**src/verilog/bpf_defs.vh**
```
/*
 bpf_defs.vh: constants for the broadcast packet filter, i.e. command
 codes, payload byte offsets, settings bit positions, classifier values.
 Assumes byte offsets count from the first byte of each frame.
*/
`ifndef BPF_DEFS_VH
`define BPF_DEFS_VH
`define BPF_CMD_ENABLE 8'h10
`define BPF_RSP_ENABLE 8'h90
`define BPF_CMD_DISABLE 8'h11
`define BPF_HDR_TYPE_BYTE 6'h04
`define BPF_SET_FIRST_BYTE 6'h10
`define BPF_SET_LAST_BYTE 6'h13
`define BPF_CKS_FIRST_BYTE 6'h14
`define BPF_CKS_LAST_BYTE 6'h17
`define BPF_PAD_LAST_BYTE 6'h2D
`define BPF_BIT_ARP 0
`define BPF_BIT_DHCP_CLIENT 1
`define BPF_BIT_DHCP_SERVER 2
`define BPF_BIT_NETBIOS 3
`define BPF_CLASS_MASK 4'hF
`define BPF_SETTINGS_RESET 32'h0000_0000
`define BPF_ETYPE_ARP 16'h0806
`define BPF_ETYPE_IPV4 16'h0800
`define BPF_IPPROTO_UDP 8'h11
`define BPF_PORT_DHCP_CLIENT 16'h0044
`define BPF_PORT_DHCP_SERVER 16'h0043
`define BPF_PORT_NB_NAME 16'h0089
`define BPF_PORT_NB_DGRAM 16'h008A
`define BPF_OFS_ETYPE_HI 6'h0C
`define BPF_OFS_ETYPE_LO 6'h0D
`define BPF_OFS_IHL 6'h0E
`define BPF_OFS_IPPROTO 6'h17
`endif

```
**src/verilog/bpf_classifier.v**
```verilog
/*
 bpf_classifier.v: classifies one received frame streamed a byte at a
 time into broadcast protocol classes.
 Assumes a start pulse on the first byte and bytes valid when flagged.
*/
`timescale 1ns/10ps
`include "bpf_defs.vh"

module bpf_classifier (
  input wire ref_clk,
  input wire reset,
  input wire rx_start,
  input wire rx_valid,
  input wire [7:0] rx_byte,
  output wire is_bcast,
  output wire [3:0] class_hits
);
  reg [10:0] pos;
  reg [5:0] dst_ff;
  reg [15:0] etype;
  reg [5:0] ihl_bytes;
  reg [7:0] ipproto;
  reg [7:0] port_hi;
  reg [15:0] udp_dport;
  wire [10:0] cur;
  wire [10:0] dport_at;
  wire ipv4_udp;

  // byte index restarts at the frame start
  assign cur = rx_start ? 11'h000 : pos;
  // udp destination port sits after the variable length ip header
  assign dport_at = 11'h00E + {5'h00, ihl_bytes} + 11'h002;

  // capture header fields as their bytes pass
  always @(posedge ref_clk) begin
    if (reset) begin
      pos <= 11'h000;
      dst_ff <= 6'h00;
      etype <= 16'h0000;
      ihl_bytes <= 6'h14;
      ipproto <= 8'h00;
      port_hi <= 8'h00;
      udp_dport <= 16'h0000;
    end else begin
      if (rx_start) begin
        dst_ff <= 6'h00;
        etype <= 16'h0000;
        ipproto <= 8'h00;
        udp_dport <= 16'h0000;
      end
      if (rx_valid) begin
        // test cur, not pos, so a start still restarts after saturation
        if (cur != 11'h7FF)
          pos <= cur + 11'h001; // saturate on jumbo frames
        if (cur < 11'h006)
          dst_ff[cur[2:0]] <= (rx_byte == 8'hFF);
        if (cur == {5'h00, `BPF_OFS_ETYPE_HI})
          etype[15:8] <= rx_byte;
        if (cur == {5'h00, `BPF_OFS_ETYPE_LO})
          etype[7:0] <= rx_byte;
        if (cur == {5'h00, `BPF_OFS_IHL})
          ihl_bytes <= {rx_byte[3:0], 2'b00};
        if (cur == {5'h00, `BPF_OFS_IPPROTO})
          ipproto <= rx_byte;
        if (cur == dport_at)
          port_hi <= rx_byte;
        if (cur == dport_at + 11'h001)
          udp_dport <= {port_hi, rx_byte};
      end
    end
  end

  assign is_bcast = &dst_ff;
  assign ipv4_udp = is_bcast && (etype == `BPF_ETYPE_IPV4) &&
                    (ipproto == `BPF_IPPROTO_UDP);
  // class decode, valid once the udp port has passed
  assign class_hits[`BPF_BIT_ARP] = is_bcast &&
                                    (etype == `BPF_ETYPE_ARP);
  assign class_hits[`BPF_BIT_DHCP_CLIENT] = ipv4_udp &&
    (udp_dport == `BPF_PORT_DHCP_CLIENT);
  assign class_hits[`BPF_BIT_DHCP_SERVER] = ipv4_udp &&
    (udp_dport == `BPF_PORT_DHCP_SERVER);
  assign class_hits[`BPF_BIT_NETBIOS] = ipv4_udp &&
    ((udp_dport == `BPF_PORT_NB_NAME) ||
     (udp_dport == `BPF_PORT_NB_DGRAM));
endmodule

```
**src/verilog/bpf_filter.v**
```verilog
/*
 bpf_filter.v: receive-side broadcast frame filter. Parses the enable
 and disable commands from a byte stream, holds the settings word and
 gives a forward or drop verdict at the end of each received frame.
 Assumes the command stream has passed checksum and identifier checks
 upstream, and that both streams are synchronous to ref_clk.
*/
`timescale 1ns/10ps
`include "bpf_defs.vh"

// How it works
// - enable command 0x10 turns on filtering with its settings word
// - with no class enabled every broadcast frame is dropped
// - settings word is bytes 16..19, checksum 20..23, pad to 45
// - settings bit one forwards its class, zero drops it
// - bit 0: broadcast destination with ethertype 0x0806 is arp
// - arp classification and its control are always present
// - bit 1: ipv4 udp broadcast to port 68 is dhcp client
// - bit 2: ipv4 udp broadcast to port 67 is dhcp server
// - bit 3: ipv4 udp broadcast to port 137 or 138 is netbios
// - unsupported optional classes are blocked while filtering
// - supported classes are reported as a capabilities field
// - enable command accepted if it carries bytes 16..19, answered with code 0x90
module bpf_filter #(
  parameter [3:0] SUPPORTED = 4'hF
) (
  input wire ref_clk,
  input wire reset,
  input wire cmd_start,
  input wire cmd_valid,
  input wire [7:0] cmd_byte,
  input wire cmd_end,
  input wire rx_start,
  input wire rx_valid,
  input wire [7:0] rx_byte,
  input wire rx_end,
  output reg rsp_valid,
  output reg [7:0] rsp_code,
  output reg filter_active,
  output reg [31:0] filter_settings,
  output reg [3:0] bcast_caps,
  output reg verdict_valid,
  output reg verdict_forward,
  output reg verdict_bcast,
  output reg [3:0] verdict_class
);
  localparam ST_IDLE = 2'b00;
  localparam ST_BODY = 2'b01;
  localparam ST_SKIP = 2'b10;

  reg [1:0] state;
  reg [5:0] cmd_pos;
  reg [7:0] cmd_type;
  reg [31:0] shadow;
  reg [1:0] next_state;
  reg [3:0] next_fwd_mask;
  wire [3:0] eff_caps;
  wire [3:0] hits;
  wire is_bcast;
  wire [5:0] cur_pos;
  wire forward_now;

  // arp support can never be dropped from the capability set
  assign eff_caps = SUPPORTED | 4'h1;
  assign cur_pos = cmd_start ? 6'h00 : cmd_pos;

  // position mask applied to the settings word
  function [3:0] class_mask;
    input [31:0] word;
    input [3:0] caps;
    begin
      // reserved bits never reach the decode
      class_mask = word[3:0] & `BPF_CLASS_MASK & caps;
    end
  endfunction

  bpf_classifier u_cls (
    .ref_clk(ref_clk),
    .reset(reset),
    .rx_start(rx_start),
    .rx_valid(rx_valid),
    .rx_byte(rx_byte),
    .is_bcast(is_bcast),
    .class_hits(hits)
  );

  // command parser next state
  always @* begin
    next_state = state;
    case (state)
      ST_IDLE: begin
        if (cmd_start && cmd_valid)
          next_state = ST_BODY;
      end
      ST_BODY: begin
        if (cmd_end)
          next_state = ST_IDLE;
        else if (cmd_valid && cur_pos > `BPF_PAD_LAST_BYTE)
          next_state = ST_SKIP; // overlong frame, ignore the rest
      end
      ST_SKIP: begin
        if (cmd_end)
          next_state = ST_IDLE;
      end
      default: next_state = ST_IDLE;
    endcase
    if (cmd_start && cmd_valid)
      next_state = ST_BODY;
  end

  // collect type byte and settings word from the command frame
  always @(posedge ref_clk) begin
    if (reset) begin
      state <= ST_IDLE;
      cmd_pos <= 6'h00;
      cmd_type <= 8'h00;
      shadow <= `BPF_SETTINGS_RESET;
    end else begin
      state <= next_state;
      if (cmd_valid && (cmd_start || state == ST_BODY)) begin
        if (cur_pos != 6'h3F)
          cmd_pos <= cur_pos + 6'h01;
        if (cur_pos == `BPF_HDR_TYPE_BYTE)
          cmd_type <= cmd_byte;
        // settings word, most significant byte first
        if (cur_pos >= `BPF_SET_FIRST_BYTE &&
            cur_pos <= `BPF_SET_LAST_BYTE)
          shadow <= {shadow[23:0], cmd_byte};
      end
    end
  end

  // apply the command at frame end and answer it
  always @(posedge ref_clk) begin
    if (reset) begin
      filter_active <= 1'b0;
      filter_settings <= `BPF_SETTINGS_RESET;
      rsp_valid <= 1'b0;
      rsp_code <= 8'h00;
      bcast_caps <= 4'h0;
    end else begin
      rsp_valid <= 1'b0;
      bcast_caps <= eff_caps;
      // short frames lacking the settings word are not applied
      // an overlong frame is still applied, only its extra bytes dropped
      if (cmd_end && (state == ST_BODY || state == ST_SKIP) &&
          cmd_pos > `BPF_SET_LAST_BYTE) begin
        if (cmd_type == `BPF_CMD_ENABLE) begin
          filter_active <= 1'b1;
          filter_settings <= shadow;
          rsp_valid <= 1'b1;
          rsp_code <= `BPF_RSP_ENABLE;
        end else if (cmd_type == `BPF_CMD_DISABLE) begin
          filter_active <= 1'b0;
          rsp_valid <= 1'b1;
          rsp_code <= cmd_type | 8'h80;
        end
      end
    end
  end

  // per-class forwarding mask from the stored word
  always @* begin
    next_fwd_mask = class_mask(filter_settings, eff_caps);
  end

  // non-broadcast frames and an inactive filter always pass
  assign forward_now = !is_bcast || !filter_active ||
                       ((hits & next_fwd_mask) != 4'h0);

  // verdict at frame end, one cycle pulse
  always @(posedge ref_clk) begin
    if (reset) begin
      verdict_valid <= 1'b0;
      verdict_forward <= 1'b0;
      verdict_bcast <= 1'b0;
      verdict_class <= 4'h0;
    end else begin
      verdict_valid <= rx_end;
      if (rx_end) begin
        verdict_forward <= forward_now;
        verdict_bcast <= is_bcast;
        verdict_class <= hits;
      end
    end
  end
endmodule

```
**config.mk**
```make
export PLATFORM = sky130hd
export DESIGN_NAME = bpf_filter
export DESIGN_NICKNAME = d
export VERILOG_FILES = /design/src/verilog/bpf_classifier.v /design/src/verilog/bpf_filter.v
export VERILOG_INCLUDE_DIRS = /design/src /design/src/verilog
export SDC_FILE = /design/constraint.sdc
export NUM_CORES = 1
export LEC_CHECK = 0
export BUFFER_PORTS_ARGS = -buffer_cell sky130_fd_sc_hd__clkbuf_2
export CAP_MARGIN = 20
export CORE_ASPECT_RATIO = 0.6
export CORE_MARGIN = 5
export CORE_UTILIZATION = 45
export DETAILED_ROUTE_END_ITERATION = 7
export GPL_ROUTABILITY_DRIVEN = 0
export GPL_TIMING_DRIVEN = 0
export RECOVER_POWER = 100
export SYNTH_ARGS = -nofsm -noshare
export SYNTH_HDL_FRONTEND = slang
export SYNTH_SLANG_ARGS = --single-unit
```
**constraint.sdc**
```tcl
create_clock -name ref_clk -period 3.11 [get_ports ref_clk]
set_clock_uncertainty 0.1 [all_clocks]
set_input_delay 0.311 -clock ref_clk [delete_from_list [all_inputs] [get_ports ref_clk]]
set_output_delay 0.311 -clock ref_clk [all_outputs]
set_load 0.1 [all_outputs]
```
==> metrics.md <==
| Metric | Value |
|---|---|
| Buffer depth of the longest clock path | 2 |
| Hpwl dp | about 15000 um |
| Post-route setup TNS | 0 ns |
| Final Cycle Share | 0.940 |
| Top cell type by total area after synthesis | dfxtp_1 |
| Synthesized netlist cell count | a little over 800 |
| Via-to-Cell Ratio | around 5.5 |
| Crit. End Element | flop |
| Hold Crit Start | cmd_byte[4] |
| Rel. slew slack | 0.201 |
| Hold worst-path end | shadow[4] |
| Number of global-route vias before repair | roughly 6.0k |
| Worst-Skew Late Latency | roughly 0.43 ns |
| Synth-to-layout area growth | 15.7% |
| Hold Crit Class | in -> reg |
| Initial antenna violation count | 0 |
| CP startpoint kind | input pin |
| FF+latch count, synth | around 170 |
| Die Height | around 110 um |
| R2R Setup Slk | 0.20 ns |
| Gr usage total | 0.211 |
| Period minus WS final | just under 3 ns |
| Vias | about 6.1k |
| Grt total ovfl | 0 |
| H-Tree Depth | 4 |
| Crit Reg-Reg Startpoint | u_cls.pos[0] |
| Wirelength per Cell | 17.3 um |
| EDFF count, synth | 0 |
| Syn Nets | about 850 |
| Yosys warnings | 0 |
| Core area | approximately 16000 um2 |
| Status | completed |
| Sequential area share after synthesis | 0.466 |
| CP top delay family | buffers and inverters |
| Diodes inserted | 0 |
| Final setup fails | 0 |
| Maximum vdd drop | approximately 0.32 mV |
| Initial drt markers | 400 |
| CTS Buf Count | 17 |
| Synth Flop Type | dfxtp_1 |
| Hold Crit Depth | 3 |
| Worst Path Arrival | roughly 3.1 ns |
| Critical path's most frequent cell | clkbuf_2 |
| Final std cells w/o fill | ~1.1k |
| Postcts setup bufs | 0 |
| Crit path cell chain | clkbuf_2 -> buf_2 -> clkbuf_2 -> clkbuf_2 -> nor2_1 -> ha_1 -> clkbuf_1 -> nor3b_1 -> nand4_2 -> clkbuf_4 -> mux2i_1 |
| Max-Cap Viols | 0 |
| DRT Pass-1 Iters | 5 |
| Port Buf Inserts | 73 |
| Final WL | around 19000 um |
| # IOs | 77 |
| CTS tree | yes |
| Commonest non-fill, non-tap cells in the layout | dfxtp_1 (167), nand2_1 (126), clkbuf_1 (91), nor2_1 (87), mux2i_1 (86) |
| Fin. max-slew vios | 0 |
| Critical path peak fanout | 10 |
| Clock Sinks | 167 |
| Floorplan row count | 35 |
| Reg2reg end | u_cls.udp_dport[8] |
| Avg Inst Size Synth | between 8 and 9 um2 |
| Die Footprint | approximately 19000 um2 |
| Starting density of the core | 0.463 |
| Critical Path RT | 3.31 ns |
| First-pass GRT wire length | around 32000 um |
| CP bufs+invs | 6 |
| ANT nets after route | 0 |
| FMAX | 0.342 GHz |
| P_leak | just over 3 nW |
| Utilization after layout | 0.536 |
| Placed cell count | between 1k and 1.5k |
| Distinct cells, synth | between 60 and 70 |
| Clock Root Buffer | clkbuf_16 |
| Leading cell type in the layout, fill and taps excluded | dfxtp_1 |
| Clock transition at path regs | 0.07 ns |
| Fin nets | roughly 940 |
| Ranking of synthesized cells by area | dfxtp_1 (47%), mux2i_1 (12%), nand2_1 (6.6%), nor2_1 (4.6%), a21oi_1 (4.3%) |
| Worst Tran Pin Value | approximately 1.2 ns |
| Worst Reg-to-Reg Cells | 9 |
| Post-synth top area share | 0.466 |
| Synth Cell Area | around 7200 um2 |
| Worst path slowest cell | clkbuf_1 |
| Final hold violation count | 0 |
| Critical path class | in -> reg |
| DRC errors left | 0 |
| Pin count of the biggest net entering global routing | 17 |
| Async set or reset register ratio after synthesis | 0 |
| Fillers | approximately 1.5k |
| Max stage delay on crit path | between 0.3 and 0.4 ns |
| Layout cells sized above 1 | 0.0842 |
| Pwr Density | approximately 540 nW/um2 |
| RSZ-0062 raised after global routing | false |
| Die Width | between 150 and 200 um |
-- area by class of cell --
type / count / area [um2] / area share
multi-input cells: 572 / 3480 / 0.419
flip-flops and latches: 167 / 3340 / 0.403
clock buffers: 18 / 429 / 0.0517
repair buffers: 73 / 299 / 0.0360
plain buffers: 55 / 274 / 0.0330
well taps: 203 / 254 / 0.0306
clock inverters: 13 / 163 / 0.0196
inverters: 17 / 63.8 / 0.00768
-- report_power, final --
part	total (W)	switching (W)	internal [W]
registers	0.00215	0.00000432	0.00214
clock network	0.00213	0.000926	0.00121
logic	0.000219	0.000166	0.0000534
total	0.00450	0.00110	0.00340
-- metal layers --
metal,share of wire,up-vias,GRT usage,routed length [um]
li1,-,2989,-,-
met1,0.51,2959,0.308,9910
met2,0.42,166,0.321,8210
met3,0.058,17,0.0453,1120
met4,0.0066,0,0.0461,128
met5,0,-,0,0
-- worst register-to-register path, stage by stage, from the launching register on --
cell      delay [ns]
dfxtp_1         0.30
clkbuf_1        0.28
inv_1           0.15
nor2_1          0.23
ha_1            0.19
clkbuf_1        0.38
nor3b_1         0.30
nand4_2         0.35
clkbuf_4        0.36
mux2i_1         0.16
-- state kept, by name, indices dropped and copies added (netlist names), 2 cells and up --
name             cells
u_cls.ipproto        8
cmd_pos              6
filter_settings     32
rsp_code             8
u_cls.udp_dport     16
u_cls.pos           11
verdict_class        4
u_cls.etype         16
state                2
u_cls.ihl_bytes      4
shadow              32
cmd_type             8
u_cls.dst_ff         6
u_cls.port_hi        8
-- kinds of logic (layout without fill, tap and decap cells) --
kind of cell / count (synthesis) / in the layout / share of synthesized area
simple gates: 357 / 357 / 0.245
flops: 167 / 167 / 0.466
compound gates: 111 / 111 / 0.0923
mux: 87 / 87 / 0.122
buf+inv: 72 / 176 / 0.0473
fa+ha+maj: 11 / 11 / 0.0192
xor+xnor: 6 / 6 / 0.00924
-- worst max path at each step --
| stage | cells after the start | slack, ns | start | to |
|---|---|---|---|---|
| after floorplan | 11 | 0.47 | rx_start | u_cls.pos[2] |
| after global placement | 12 | -0.42 | rx_start | u_cls.port_hi[2] |
| after detailed placement | 12 | -0.43 | rx_start | u_cls.port_hi[5] |
| after CTS | 12 | 0.17 | rx_start | u_cls.port_hi[4] |
| after global routing | 9 | 0.02 | u_cls.pos[0] | u_cls.udp_dport[12] |
| final | 11 | 0.19 | rx_start | u_cls.udp_dport[8] |
-- through the flow --
stage	cell area, um2	hold slack [ns]	total power [W]	setup WS (ns)
after floorplan	7170	0.327	0.00233	0.471
after global placement	7790	0.341	0.00241	-0.416
after detailed placement	7790	0.343	0.00241	-0.432
after CTS	8390	0.0187	0.00453	0.171
after global routing	8300	0.0266	0.00465	0.0212
final	8300	0.0187	0.00450	0.188
-- repair_timing --
action | in CTS | in global routing
gates resized for setup | 1 | 3
hold buffers | 0 | 0
setup endpoints to repair | 7 | 14
-- Yosys cell counts, types with 3 or more instances --
cell,number
and3_1,3
xor2_1,3
a21oi_1,62
dfxtp_1,167
clkbuf_1,32
nand3b_1,17
nor4b_1,4
nor3b_1,5
a31oi_1,6
buf_4,6
buf_1,4
mux2i_1,86
a211oi_1,4
nor3_1,14
nand2b_1,7
ha_1,11
o21ai_0,12
nand2_1,126
nor2b_1,17
nor2_1,87
nand3_1,32
nand4_1,8
or3_1,4
nor4_1,10
o211ai_1,5
buf_8,3
inv_1,16
buf_2,9
and2_1,5
(Power assumes the default switching activity.)
